## src/hdl/frpf_regs.svh

```systemverilog
// Purpose: Command codes, control codes and record field positions of the fault record block
// Assumes: Included by bare name; definitions only
// Notes:   Record fields are bit positions inside the 256-bit readback image
//
// Contract
// - Fault record block read returns a 32-byte record of measurements and status.
// - Record refreshes in RAM continuously until frozen, even with output disabled.
// - Unmasked fault stops the refresh and stores the latest record to non-volatile memory.
// - Stored record stays readable after input power is removed and restored.
// - Record bits 183:176 read 0 when frozen, 255 while refreshing.
// - Status bytes sit in bits 175:128, maker-specific byte at top, output voltage lowest.
// - Phase 1, phase 0 currents and external temperature 2 fill the top fields.
// - Record store control command can also store the record to non-volatile memory.
// - Unset parameter map read returns 16 bytes, one bit per unset parameter.
// - Writing a parameter after the last recall clears its unset map bit.
// - Peer fault listen vector is 32 bits, byte 0 bit 0 is group 0.
// - React to a peer fault only when that sender's listen bit is set.
// - Spread mode on: shut down at once, restart after all peers clear.
// - Spread mode off: sequenced shutdown, restart after all group faults clear.
// - Spread and sequencing both off: ignore peer faults and stay enabled.
// - Sharing rail reports shutdown only when every sharing product is down.
// - Phase 0 current word read returns the 16-bit measured current.
// - Store control byte: 0x01 copy stored to RAM, 0x02 store, 0x03 erase.
`ifndef FRPF_REGS_SVH
`define FRPF_REGS_SVH

`define FRPF_CMD_RECORD       8'hea
`define FRPF_CMD_UNSET_MAP    8'heb
`define FRPF_CMD_LISTEN_VEC   8'hf0
`define FRPF_CMD_IOUT0        8'hf2
`define FRPF_CMD_STORE_CTL    8'hf3

`define FRPF_LEN_RECORD       6'h20
`define FRPF_LEN_UNSET_MAP    6'h10
`define FRPF_LEN_LISTEN_VEC   6'h04
`define FRPF_LEN_IOUT0        6'h02
`define FRPF_LEN_BYTE         6'h01

`define FRPF_CTL_COPY_TO_RAM  8'h01
`define FRPF_CTL_STORE        8'h02
`define FRPF_CTL_ERASE        8'h03

`define FRPF_NVM_STAT_HI      183
`define FRPF_NVM_STAT_LO      176
`define FRPF_NVM_STAT_FROZEN  8'h00
`define FRPF_NVM_STAT_LIVE    8'hff

`define FRPF_LISTEN_RESET     32'h0000_0000
`define FRPF_UNSET_RESET      128'h0

`endif

```

## src/hdl/frpf_pkg.sv

```systemverilog
// Purpose: Types shared by the fault record block
// Assumes: Used only by scoped reference
// Notes:   Peer reaction states
package frpf_pkg;
   typedef enum logic [1:0] {
      PEER_RUN,
      PEER_DOWN_FAST,
      PEER_DOWN_SEQ
   } frpf_peer_state_type;
endpackage

```

## src/hdl/frpf_peer_if.sv

```systemverilog
// Purpose: Carries peer fault configuration and reactions between the bank and peer logic
// Assumes: One clock domain
// Notes:   Fault pins are raw and synchronised by the peer logic
`timescale 1ns/1ps
interface frpf_peer_if;
   logic [31:0]                      listen_vec;
   logic                             spread_en;
   logic                             seq_en;
   logic [31:0]                      peer_fault_pin;
   logic                             shutdown_now;
   logic                             seq_shutdown;
   logic                             restart_req;
   frpf_pkg::frpf_peer_state_type    state;

   modport ctl  (input listen_vec, spread_en, seq_en, peer_fault_pin,
                 output shutdown_now, seq_shutdown, restart_req, state);
   modport bank (output listen_vec, spread_en, seq_en, peer_fault_pin,
                 input shutdown_now, seq_shutdown, restart_req, state);
endinterface

```

## src/hdl/frpf_bank.sv

```systemverilog
// Purpose: Fault record capture and readback, unset parameter map, peer listen vector
// Assumes: Commands arrive decoded from the management bus on clk_sys; non-volatile
//          storage sits outside and keeps its record across power loss
// Notes:   Every command gets one response pulse on the cycle after it is taken, except one strobed in reset or the first cycle after
`timescale 1ns/1ps
`include "frpf_regs.svh"
module frpf_bank #(
   parameter int FAULT_W = 8
) (
   input  wire logic                clk_sys,
   input  wire logic                reset_n,
   input  wire logic                cmd_strobe,
   input  wire logic                cmd_write,
   input  wire logic [7:0]          cmd_code,
   input  wire logic [31:0]         cmd_wdata,
   output      logic                rsp_valid,
   output      logic                rsp_err,
   output      logic [5:0]          rsp_len,
   output      logic [255:0]        rsp_data,
   input  wire logic [255:0]        live_record,
   input  wire logic [15:0]         iout0_meas,
   input  wire logic [FAULT_W-1:0]  fault_event,
   input  wire logic [FAULT_W-1:0]  record_trigger_mask,
   input  wire logic [255:0]        nvm_record,
   input  wire logic                nvm_record_valid,
   output      logic                nvm_store,
   output      logic                nvm_erase,
   output      logic [255:0]        nvm_store_data,
   output      logic                record_frozen,
   input  wire logic                param_recall,
   input  wire logic [127:0]        param_present,
   input  wire logic                param_write,
   input  wire logic [6:0]          param_index,
   input  wire logic                fault_spread_en,
   input  wire logic                sequence_en,
   input  wire logic [31:0]         peer_fault_pin,
   output      logic                peer_shutdown_now,
   output      logic                peer_seq_shutdown,
   output      logic                peer_restart_req,
   input  wire logic                own_output_off,
   input  wire logic                share_all_off,
   output      logic                rail_shutdown
);

   ////////////////////////////////////////////////////////////////////////////////
   // Parameter check

   generate
      if (FAULT_W < 1 || FAULT_W > 32) begin : g_bad_fault_w
         $error("frpf_bank: FAULT_W must lie between 1 and 32");
      end
   endgenerate

   ////////////////////////////////////////////////////////////////////////////////
   // State

   logic [255:0]   ram_rec_r;
   logic           frozen_r;
   logic           boot_r;
   logic [127:0]   unset_r;
   logic [31:0]    listen_r;
   logic           store_r;
   logic           erase_r;
   logic           rsp_valid_r;
   logic           rsp_err_r;
   logic [5:0]     rsp_len_r;
   logic [255:0]   rsp_data_r;
   logic [1:0]     off_meta_r;
   logic [1:0]     off_sync_r;
   logic           rail_down_r;

   frpf_peer_if    peer_if ();

   ////////////////////////////////////////////////////////////////////////////////
   // Decode

   logic           rd_cmd;
   logic           wr_cmd;
   logic           hit_record;
   logic           hit_unset;
   logic           hit_listen;
   logic           hit_iout0;
   logic           hit_ctl;
   logic           wr_listen;
   logic           wr_ctl;
   logic [7:0]     ctl_byte;
   logic           ctl_copy;
   logic           ctl_store;
   logic           ctl_erase;
   logic           fault_hit;
   logic           fault_freeze;
   logic           boot_load;
   logic [255:0]   readback_rec;
   logic           bad_access;

   assign rd_cmd     = cmd_strobe && !cmd_write && !boot_r;
   assign wr_cmd     = cmd_strobe &&  cmd_write && !boot_r;
   assign hit_record = (cmd_code == `FRPF_CMD_RECORD);
   assign hit_unset  = (cmd_code == `FRPF_CMD_UNSET_MAP);
   assign hit_listen = (cmd_code == `FRPF_CMD_LISTEN_VEC);
   assign hit_iout0  = (cmd_code == `FRPF_CMD_IOUT0);
   assign hit_ctl    = (cmd_code == `FRPF_CMD_STORE_CTL);
   assign wr_listen  = wr_cmd && hit_listen;
   assign wr_ctl     = wr_cmd && hit_ctl;
   assign ctl_byte   = cmd_wdata[7:0];
   assign ctl_copy   = wr_ctl && (ctl_byte == `FRPF_CTL_COPY_TO_RAM);
   assign ctl_store  = wr_ctl && (ctl_byte == `FRPF_CTL_STORE);
   assign ctl_erase  = wr_ctl && (ctl_byte == `FRPF_CTL_ERASE);

   // Only the first unmasked fault freezes; the stored copy is then kept
   assign fault_hit    = |(fault_event & ~record_trigger_mask);
   assign fault_freeze = fault_hit && !frozen_r && !boot_r;

   // A record that survived power loss is reloaded once after reset
   assign boot_load = boot_r && nvm_record_valid;

   // Status byte tells software where the data came
   always_comb begin
      readback_rec = ram_rec_r;
      readback_rec[`FRPF_NVM_STAT_HI:`FRPF_NVM_STAT_LO] =
         frozen_r ? `FRPF_NVM_STAT_FROZEN : `FRPF_NVM_STAT_LIVE;
   end

   // Writes to read-only commands and codes outside the map are refused
   assign bad_access = cmd_write ? !(hit_listen || (hit_ctl && ctl_byte >= `FRPF_CTL_COPY_TO_RAM
                                                             && ctl_byte <= `FRPF_CTL_ERASE))
                                 : !(hit_record || hit_unset || hit_listen || hit_iout0
                                     || hit_ctl);

   ////////////////////////////////////////////////////////////////////////////////
   // Record capture

   always_ff @(posedge clk_sys) begin
      if (!reset_n) begin
         boot_r <= 1'b1;
      end else begin
         boot_r <= 1'b0;
      end
   end

   // RAM image; kept out of reset so a cleared design starts refreshing at once
   always_ff @(posedge clk_sys) begin
      if (boot_load || ctl_copy) begin
         ram_rec_r <= nvm_record;
      end else if (!frozen_r && !fault_freeze) begin
         ram_rec_r <= live_record;
      end
   end

   always_ff @(posedge clk_sys) begin
      if (!reset_n) begin
         frozen_r <= 1'b0;
      end else if (boot_load || fault_freeze || ctl_copy) begin
         frozen_r <= 1'b1;
      end else if (ctl_erase) begin
         frozen_r <= 1'b0;
      end
   end

   // Store pulses; the stored data is the RAM image itself, frozen or still refreshing
   always_ff @(posedge clk_sys) begin
      if (!reset_n) begin
         store_r <= 1'b0;
         erase_r <= 1'b0;
      end else begin
         store_r <= fault_freeze || ctl_store;
         erase_r <= ctl_erase;
      end
   end

   ////////////////////////////////////////////////////////////////////////////////
   // Unset parameter map

   // Recall loads the map; a write in the same cycle still clears its bit
   always_ff @(posedge clk_sys) begin
      if (!reset_n) begin
         unset_r <= `FRPF_UNSET_RESET;
      end else begin
         for (int i = 0; i < 128; i++) begin
            if (param_write && param_index == 7'(i)) begin
               unset_r[i] <= 1'b0;
            end else if (param_recall) begin
               unset_r[i] <= ~param_present[i];
            end
         end
      end
   end

   ////////////////////////////////////////////////////////////////////////////////
   // Listen vector and peer reactions

   always_ff @(posedge clk_sys) begin
      if (!reset_n) begin
         listen_r <= `FRPF_LISTEN_RESET;
      end else if (wr_listen) begin
         listen_r <= cmd_wdata;
      end
   end

   assign peer_if.listen_vec     = listen_r;
   assign peer_if.spread_en      = fault_spread_en;
   assign peer_if.seq_en         = sequence_en;
   assign peer_if.peer_fault_pin = peer_fault_pin;

   frpf_peer_ctl u_peer (
      .clk_sys (clk_sys),
      .reset_n (reset_n),
      .pif     (peer_if.ctl)
   );

   ////////////////////////////////////////////////////////////////////////////////
   // Shared rail shutdown report

   always_ff @(posedge clk_sys) begin
      off_meta_r <= {share_all_off, own_output_off};
      off_sync_r <= off_meta_r;
   end

   always_ff @(posedge clk_sys) begin
      if (!reset_n) begin
         rail_down_r <= 1'b0;
      end else begin
         rail_down_r <= off_sync_r[0] && off_sync_r[1];
      end
   end

   ////////////////////////////////////////////////////////////////////////////////
   // Command responses

   always_ff @(posedge clk_sys) begin
      if (!reset_n) begin
         rsp_valid_r <= 1'b0;
         rsp_err_r   <= 1'b0;
         rsp_len_r   <= 6'h00;
         rsp_data_r  <= 256'h0;
      end else begin
         rsp_valid_r <= rd_cmd || wr_cmd;
         if (rd_cmd || wr_cmd) begin
            rsp_err_r  <= bad_access;
            rsp_len_r  <= 6'h00;
            rsp_data_r <= 256'h0;
            if (rd_cmd && hit_record) begin
               rsp_len_r  <= `FRPF_LEN_RECORD;
               rsp_data_r <= readback_rec;
            end else if (rd_cmd && hit_unset) begin
               rsp_len_r  <= `FRPF_LEN_UNSET_MAP;
               rsp_data_r <= {128'h0, unset_r};
            end else if (rd_cmd && hit_listen) begin
               rsp_len_r  <= `FRPF_LEN_LISTEN_VEC;
               rsp_data_r <= {224'h0, listen_r};
            end else if (rd_cmd && hit_iout0) begin
               rsp_len_r  <= `FRPF_LEN_IOUT0;
               rsp_data_r <= {240'h0, iout0_meas};
            end else if (rd_cmd && hit_ctl) begin
               rsp_len_r  <= `FRPF_LEN_BYTE;
            end
         end
      end
   end

   ////////////////////////////////////////////////////////////////////////////////
   // Outputs

   assign rsp_valid         = rsp_valid_r;
   assign rsp_err           = rsp_err_r;
   assign rsp_len           = rsp_len_r;
   assign rsp_data          = rsp_data_r;
   assign nvm_store         = store_r;
   assign nvm_erase         = erase_r;
   assign nvm_store_data    = ram_rec_r;
   assign record_frozen     = frozen_r;
   assign peer_shutdown_now = peer_if.shutdown_now;
   assign peer_seq_shutdown = peer_if.seq_shutdown;
   assign peer_restart_req  = peer_if.restart_req;
   assign rail_shutdown     = rail_down_r;

endmodule

```

## src/hdl/frpf_peer_ctl.sv

```systemverilog
// Purpose: Reacts to faults spread by other rails of the group
// Assumes: Peer fault pins are asynchronous levels, one per group identifier
// Notes:   Restart waits until no listened peer still reports a fault
`timescale 1ns/1ps
module frpf_peer_ctl (
   input  wire logic  clk_sys,
   input  wire logic  reset_n,
   frpf_peer_if.ctl   pif
);
   logic [31:0]                    meta_r;
   logic [31:0]                    sync_r;
   logic [31:0]                    heard;
   logic                           any_heard;
   frpf_pkg::frpf_peer_state_type  state_r;
   frpf_pkg::frpf_peer_state_type  state_nxt;
   logic                           fast_r;
   logic                           seq_r;
   logic                           restart_r;

   always_ff @(posedge clk_sys) begin
      meta_r <= pif.peer_fault_pin;
      sync_r <= meta_r;
   end

   assign heard     = sync_r & pif.listen_vec;
   assign any_heard = |heard;

   always_comb begin
      state_nxt = state_r;
      unique case (state_r)
         frpf_pkg::PEER_RUN: begin
            if (any_heard && pif.spread_en) begin
               state_nxt = frpf_pkg::PEER_DOWN_FAST;
            end else if (any_heard && pif.seq_en) begin
               state_nxt = frpf_pkg::PEER_DOWN_SEQ;
            end
            // Neither mode set: peer faults leave the output alone
         end
         frpf_pkg::PEER_DOWN_FAST,
         frpf_pkg::PEER_DOWN_SEQ: begin
            if (!any_heard) begin
               state_nxt = frpf_pkg::PEER_RUN;
            end
         end
      endcase
   end

   always_ff @(posedge clk_sys) begin
      if (!reset_n) begin
         state_r   <= frpf_pkg::PEER_RUN;
         fast_r    <= 1'b0;
         seq_r     <= 1'b0;
         restart_r <= 1'b0;
      end else begin
         state_r   <= state_nxt;
         fast_r    <= (state_nxt == frpf_pkg::PEER_DOWN_FAST);
         seq_r     <= (state_nxt == frpf_pkg::PEER_DOWN_SEQ);
         restart_r <= (state_r != frpf_pkg::PEER_RUN) && (state_nxt == frpf_pkg::PEER_RUN);
      end
   end

   assign pif.shutdown_now = fast_r;
   assign pif.seq_shutdown = seq_r;
   assign pif.restart_req  = restart_r;
   assign pif.state        = state_r;
endmodule

```

## config.mk

```make
export PLATFORM = sky130hd
export DESIGN_NAME = frpf_bank
export DESIGN_NICKNAME = d
export VERILOG_FILES = /design/src/hdl/frpf_pkg.sv /design/src/hdl/frpf_peer_if.sv /design/src/hdl/frpf_bank.sv /design/src/hdl/frpf_peer_ctl.sv
export VERILOG_INCLUDE_DIRS = /design/src /design/src/hdl
export SDC_FILE = /design/constraint.sdc
export NUM_CORES = 1
export LEC_CHECK = 0
export BUFFER_PORTS_ARGS = -buffer_cell sky130_fd_sc_hd__buf_2
export CORE_AREA = 5 5 493 495
export CTS_CLUSTER_SIZE = 12
export DETAILED_ROUTE_END_ITERATION = 8
export DIE_AREA = 0 0 498 500
export PLACE_DENSITY_LB_ADDON = 0.08
export SETUP_SLACK_MARGIN = 0.2
export SYNTH_ARGS = -nofsm -noshare
export SYNTH_HDL_FRONTEND = slang
export SYNTH_SLANG_ARGS = --single-unit
```

## constraint.sdc

```tcl
create_clock -name clk_sys -period 25.6 [get_ports clk_sys]
set_input_delay 1.28 -clock clk_sys [delete_from_list [all_inputs] [get_ports clk_sys]]
set_output_delay 1.28 -clock clk_sys [all_outputs]
set_load 0.01 [all_outputs]
```

Word level (Yosys, flattened, before mapping)

Cells that the tools add are included.

Output and inout bits: 527
Register bits: 758
Bits of input ports: 762

Mux-type cells: 20
Bitwise gates (word level): 132
$lt $le $gt $ge: 2
Eq/ne operators: 139
Reductions and logical operators: 305

Operator list:

| operator                                            | count |
|---|---|
| 2-to-1 mux 256 bit                                  | 3 |
| == test 7 bit, second input constant                | 64 |
| OR reduction 2 bit                                  | 129 |
| == test 7 x 6 -> 1 bit, second input constant       | 32 |
| logical AND 1 bit                                   | 152 |
| NOT 1 bit                                           | 129 |
| 2-to-1 mux 128 bit                                  | 1 |
| == test 7 x 5 -> 1 bit, second input constant       | 16 |
| == test 7 x 4 -> 1 bit, second input constant       | 8 |
| == test 8 bit, second input constant                | 5 |
| bitwise AND 32 bit                                  | 1 |
| 2-to-1 mux 32 bit                                   | 1 |
| OR reduction 32 bit                                 | 1 |
| == test 7 x 3 -> 1 bit, second input constant       | 4 |
| == test 8 x 2 -> 1 bit, second input constant       | 2 |
| 2-to-1 mux 16 bit                                   | 1 |
| == test 7 x 2 -> 1 bit, second input constant       | 2 |
| logical OR 1 bit                                    | 10 |
| bitwise AND 8 bit                                   | 1 |
| == test 8 x 1 -> 1 bit, second input constant       | 1 |
| >= comparator 8 x 1 -> 1 bit, second input constant | 1 |
| <= comparator 8 x 2 -> 1 bit, second input constant | 1 |
| 2-to-1 mux 2 bit                                    | 4 |
| 2-to-1 mux 8 bit                                    | 1 |
| other kinds (14)                                    | 28 |

Longest topological paths before layout

Word-level depth: 9
Gate-level depth with buffers: 9

Modules after synthesis

From an unflattened synthesis, not the netlist that was laid out.

Cells, all modules: 2578
Area total of the unflattened synthesis: 29659.7 um^2

Modules (own cells, without submodules):

| module        | instances | cells each | sequential area each (um^2) | area an instance (um^2) |
|---|---|---|---|---|
| frpf_bank     | 1         | 2469       | 16195.5                     | 27935.5 |
| frpf_peer_ctl | 1         | 109        | 1381.3                      | 1724.2 |

Worst setup path before layout

Ideal clock, no wire load.

Kind: input port to flip-flop
Start point: input port fault_event[1]
End point: register ram_rec_r[0], in the netlist nvm_store_data[0] (enable)
Setup time: 0.927 ns
Data arrival time: 13.483 ns
Path slack: 11.190 ns
Data required time: 24.673 ns
Cell stages on the path: 5
Cells stage by stage: inv_1 o22ai_1 nor4_1 nor3_1 o21bai_1

Longest elaborated chain between the ends: 7

Ends and longest elaborated chain:

| what                                | line             | source |
|---|---|---|
| start: declaration                  | frpf_bank.sv:22  | `input wire logic [FAULT_W-1:0] fault_event,` |
| bitwise AND 8 bit                   | frpf_bank.sv:111 | `assign fault_hit = \|(fault_event & ~record_trigger_mask);` |
| OR reduction 8 bit                  | frpf_bank.sv:111 |  |
| logical AND 1 bit (2 in series)     | frpf_bank.sv:112 | `assign fault_freeze = fault_hit && !frozen_r && !boot_r;` |
| logical NOT 1 bit                   | frpf_bank.sv:145 | `end else if (!frozen_r && !fault_freeze) begin` |
| logical AND 1 bit                   | frpf_bank.sv:145 |  |
| nonzero test 2 bit (no source line) | -                |  |
| end signal: assignment              | frpf_bank.sv:144 | `ram_rec_r <= nvm_record;` |
| end signal: assignment              | frpf_bank.sv:146 | `ram_rec_r <= live_record;` |
| end: declaration                    | frpf_bank.sv:57  | `logic [255:0] ram_rec_r;` |

No other way between the ends.
A chain may end at the register's enable or synchronous reset.

Final worst setup path

Start point: input port cmd_code[0]
End point: register ram_rec_r[65], in the netlist nvm_store_data[65] (enable)

Longest elaborated chain between the ends: 5

Ends and longest elaborated chain:

| what                                | line             | source |
|---|---|---|
| start: declaration                  | frpf_bank.sv:14  | `input wire logic [7:0] cmd_code,` |
| == test 8 bit (no source line)      | -                |  |
| logical AND 1 bit                   | frpf_bank.sv:104 | `assign wr_ctl = wr_cmd && hit_ctl;` |
| logical AND 1 bit                   | frpf_bank.sv:106 | `` assign ctl_copy = wr_ctl && (ctl_byte == `FRPF_CTL_COPY_TO_RAM); `` |
| logical OR 1 bit                    | frpf_bank.sv:143 | `if (boot_load \|\| ctl_copy) begin` |
| nonzero test 2 bit (no source line) | -                |  |

No other way between the ends.

==> results.txt <==
status: finished clean
CTS tree: done
Clock power frac: 0.471
CP arrival: 6.27 ns
CTS H-tree depth: 3
Via density: 3.71
gp weighted congestion: 0.775
Pwr Density: 76.1 nW/µm²
FMAX: 168 MHz
Final min period: 5.95 ns
CP Max Fanout: 61
Setup CP Type: in -> reg
die width: 498 µm
vias in the first global route: 27000
Clock Skews: 0.0288 ns
sequential fraction of the synthesis area: 0.615
hold_sp: u_peer.meta_r[5]
RSZ-0062 raised after global routing: false
Yosys top cell area share: 0.346
CTS max path bufs: 3
Ports: 1289
Post-synth top cells: dfxtp_1 (494), nand2_1 (298), a21oi_1 (260)
nets: 4474
Via Count: 26000
critical path data required time: 25.93 ns
share of flip-flops with an asynchronous set or reset: 0
CTS Sinks: 750
share of cells above drive strength 1: 0.470
sw power: 872 µW
routed len/inst: 28.9 µm
Final TNS setup: 0 ns
number of post-CTS setup repair buffers: 0
Slew HR: 0.191
Top FF cell, synth: dfxtp_1
Die Ht: 500 µm
cts repair resizes: 0
Reg2Reg Depth: 8
Sw Ratio: 0.272
number of routed nets with antenna violations: 0
Netlist Area Pre-Place: 28600 µm²
worst skew pair latency: 0.73 ns
most frequent cell after synthesis: dfxtp_1
post-synth top area cell: dfxtp_1
Tcrit/Tclk final: 0.232
synth unique cells: 53
Std-Cell Rows: 179
Setup Viol. Count Final: 0
WHS Endpoint: u_peer.sync_r[5]
internal power: 2.33 mW
Syn Inst Count: 2494
CP Launch Type: input port
GRT Total Usage: 0.155
PortBufs: 1287
final hold viol count: 0
worst slew pin tran: 1.21 ns
largest net degree at the start of global routing: 133
Reg power frac: 0.436
Root Buffer: clkbuf_16
Max Cap Viol: 0
first-pass GRT wire length: 263000 µm
area of the core: 237000 µm²
Avg Inst Size Synth: 11.5 µm²
Post-synth EDFFs: 256
hold_buf cts: 0
Worst Hold Class: reg -> reg
Initial Utilization: 0.120
Final Max Tran Viols: 0
Comb power frac: 0.093
Remaining Overflow, GRT: 0
reg2reg end: nvm_store_data[65]
Net Count, Synth: 3257
Worst-path clk slew: 0.06 ns
ranking of synthesized cells by area: dfxtp_1 (35%), edfxtp_1 (27%), mux2_2 (10%), a22oi_1 (6.4%), a21oi_1 (4.5%)
P_leak: 16.7 nW
Hold Path Depth: 0
R2R Setup Slk: 20.31 ns
# DRC: 0
Inserted Clock Buffers: 102
Iteration-0 DRC Markers: 1461
area grow syn2layout: 47.2%
post-layout util: 0.177
Detail Placement HPWL: 160000 µm
die area: 249000 µm²
r2r startpoint: boot_r
VDD IR max: 46.6 µV
initial antenna violation count: 151
endpoint class of the critical path: register
Ys Warns: 0
fillers: 26700
#FFs+latches synth: 750
number of iterations in the first detailed-routing pass: 5
final wirelength: 202000 µm
per-stage QoR:
| step | hold slack, ns | worst slack, ns | cell area [µm²] | instances | total power [mW] |
|---|---|---|---|---|---|
| 2_1_floorplan | 0.310 | 11.19 | 28600 | 2494 | 1.52 |
| 3_3_place_gp | 0.313 | 18.86 | 38600 | 6774 | 1.74 |
| 3_5_place_dp | 0.312 | 18.81 | 38600 | 6774 | 1.74 |
| 4_1_cts | 0.299 | 19.63 | 42000 | 6962 | 3.29 |
| 5_1_grt | 0.312 | 19.26 | 42100 | 6977 | 3.34 |
| 6_report | 0.305 | 19.65 | 42100 | 6998 | 3.20 |
power groups by stage:
stage / Combinational, mW / Sequential [mW] / Clock (mW)
CTS: 0.311 / 1.41 / 1.58
global placement: 0.311 / 1.43 / 0
floorplan: 0.104 / 1.41 / 0
global route: 0.326 / 1.41 / 1.61
detailed placement: 0.308 / 1.43 / 0
finish: 0.299 / 1.40 / 1.51
critical path, cell delays in order:
cell      delay (ns)
buf_2           0.40
nor4b_1         0.35
nand4_1         0.24
nor3_1          0.25
a32o_4          0.61
o21bai_4        0.23
buf_4           0.58
buf_4           0.68
buf_4           0.61
buf_4           0.76
worst max-delay path by stage:
stage,startpoint,end,slack (ns),depth (start not counted)
2_1_floorplan,fault_event[1],nvm_store_data[0],11.19,5
4_1_cts,cmd_code[0],nvm_store_data[65],19.63,10
5_1_grt,cmd_code[0],nvm_store_data[65],19.26,10
6_report,cmd_code[0],nvm_store_data[65],19.65,10
3_3_place_gp,cmd_code[0],nvm_store_data[71],18.86,10
3_5_place_dp,cmd_code[0],nvm_store_data[70],18.81,10
cell usage in the layout (no fill, tap or decap), types with 36 or more instances in the layout:
cell,n
a21oi_1,260
a22oi_1,244
buf_2,1285
buf_4,40
clkbuf_16,103
dfxtp_1,494
diode_2,36
edfxtp_1,256
mux2_2,257
nand2_1,297
nor2_1,134
o211ai_1,124
layer usage:
layer	vias up	global-route usage	share of wire
met1	12600	0.168	0.38
met2	1201	0.286	0.52
li1	11800	-	-
met3	342	0.0599	0.083
met4	88	0.0325	0.024
met5	-	0	0.0028
cells by family after synthesis:
logic type	share of synthesized area
simple gates	0.0741
other cells	0.000131
mux	0.101
flops	0.615
fa+ha+maj	0.000437
buf+inv	0.0358
compound gates	0.174
sequential cells by signal, summed over array words and instances (netlist names), 2 cells and up:
| name | count |
|---|---|
| listen_r | 32 |
| nvm_store_data | 256 |
| off_meta_r | 2 |
| off_sync_r | 2 |
| rsp_data | 249 |
| rsp_len | 5 |
| u_peer.meta_r | 32 |
| u_peer.pif.state | 2 |
| u_peer.sync_r | 32 |
| unset_r | 128 |
area by class of cell:
cell class                      instances  area, µm²  share of cell area
Multi-Input combinational cell       1513      10200               0.241
Antenna cell                           36       90.1             0.00214
Clock buffer                          146       2930              0.0696
Inverter                               14       60.1             0.00143
Timing Repair Buffer                 1330       6820               0.162
Tap cell                             3167       3960              0.0941
Clock inverter                         42        520              0.0124
Sequential cell                       750      17600               0.417
No activity file was read; power rests on OpenSTA's default activity.
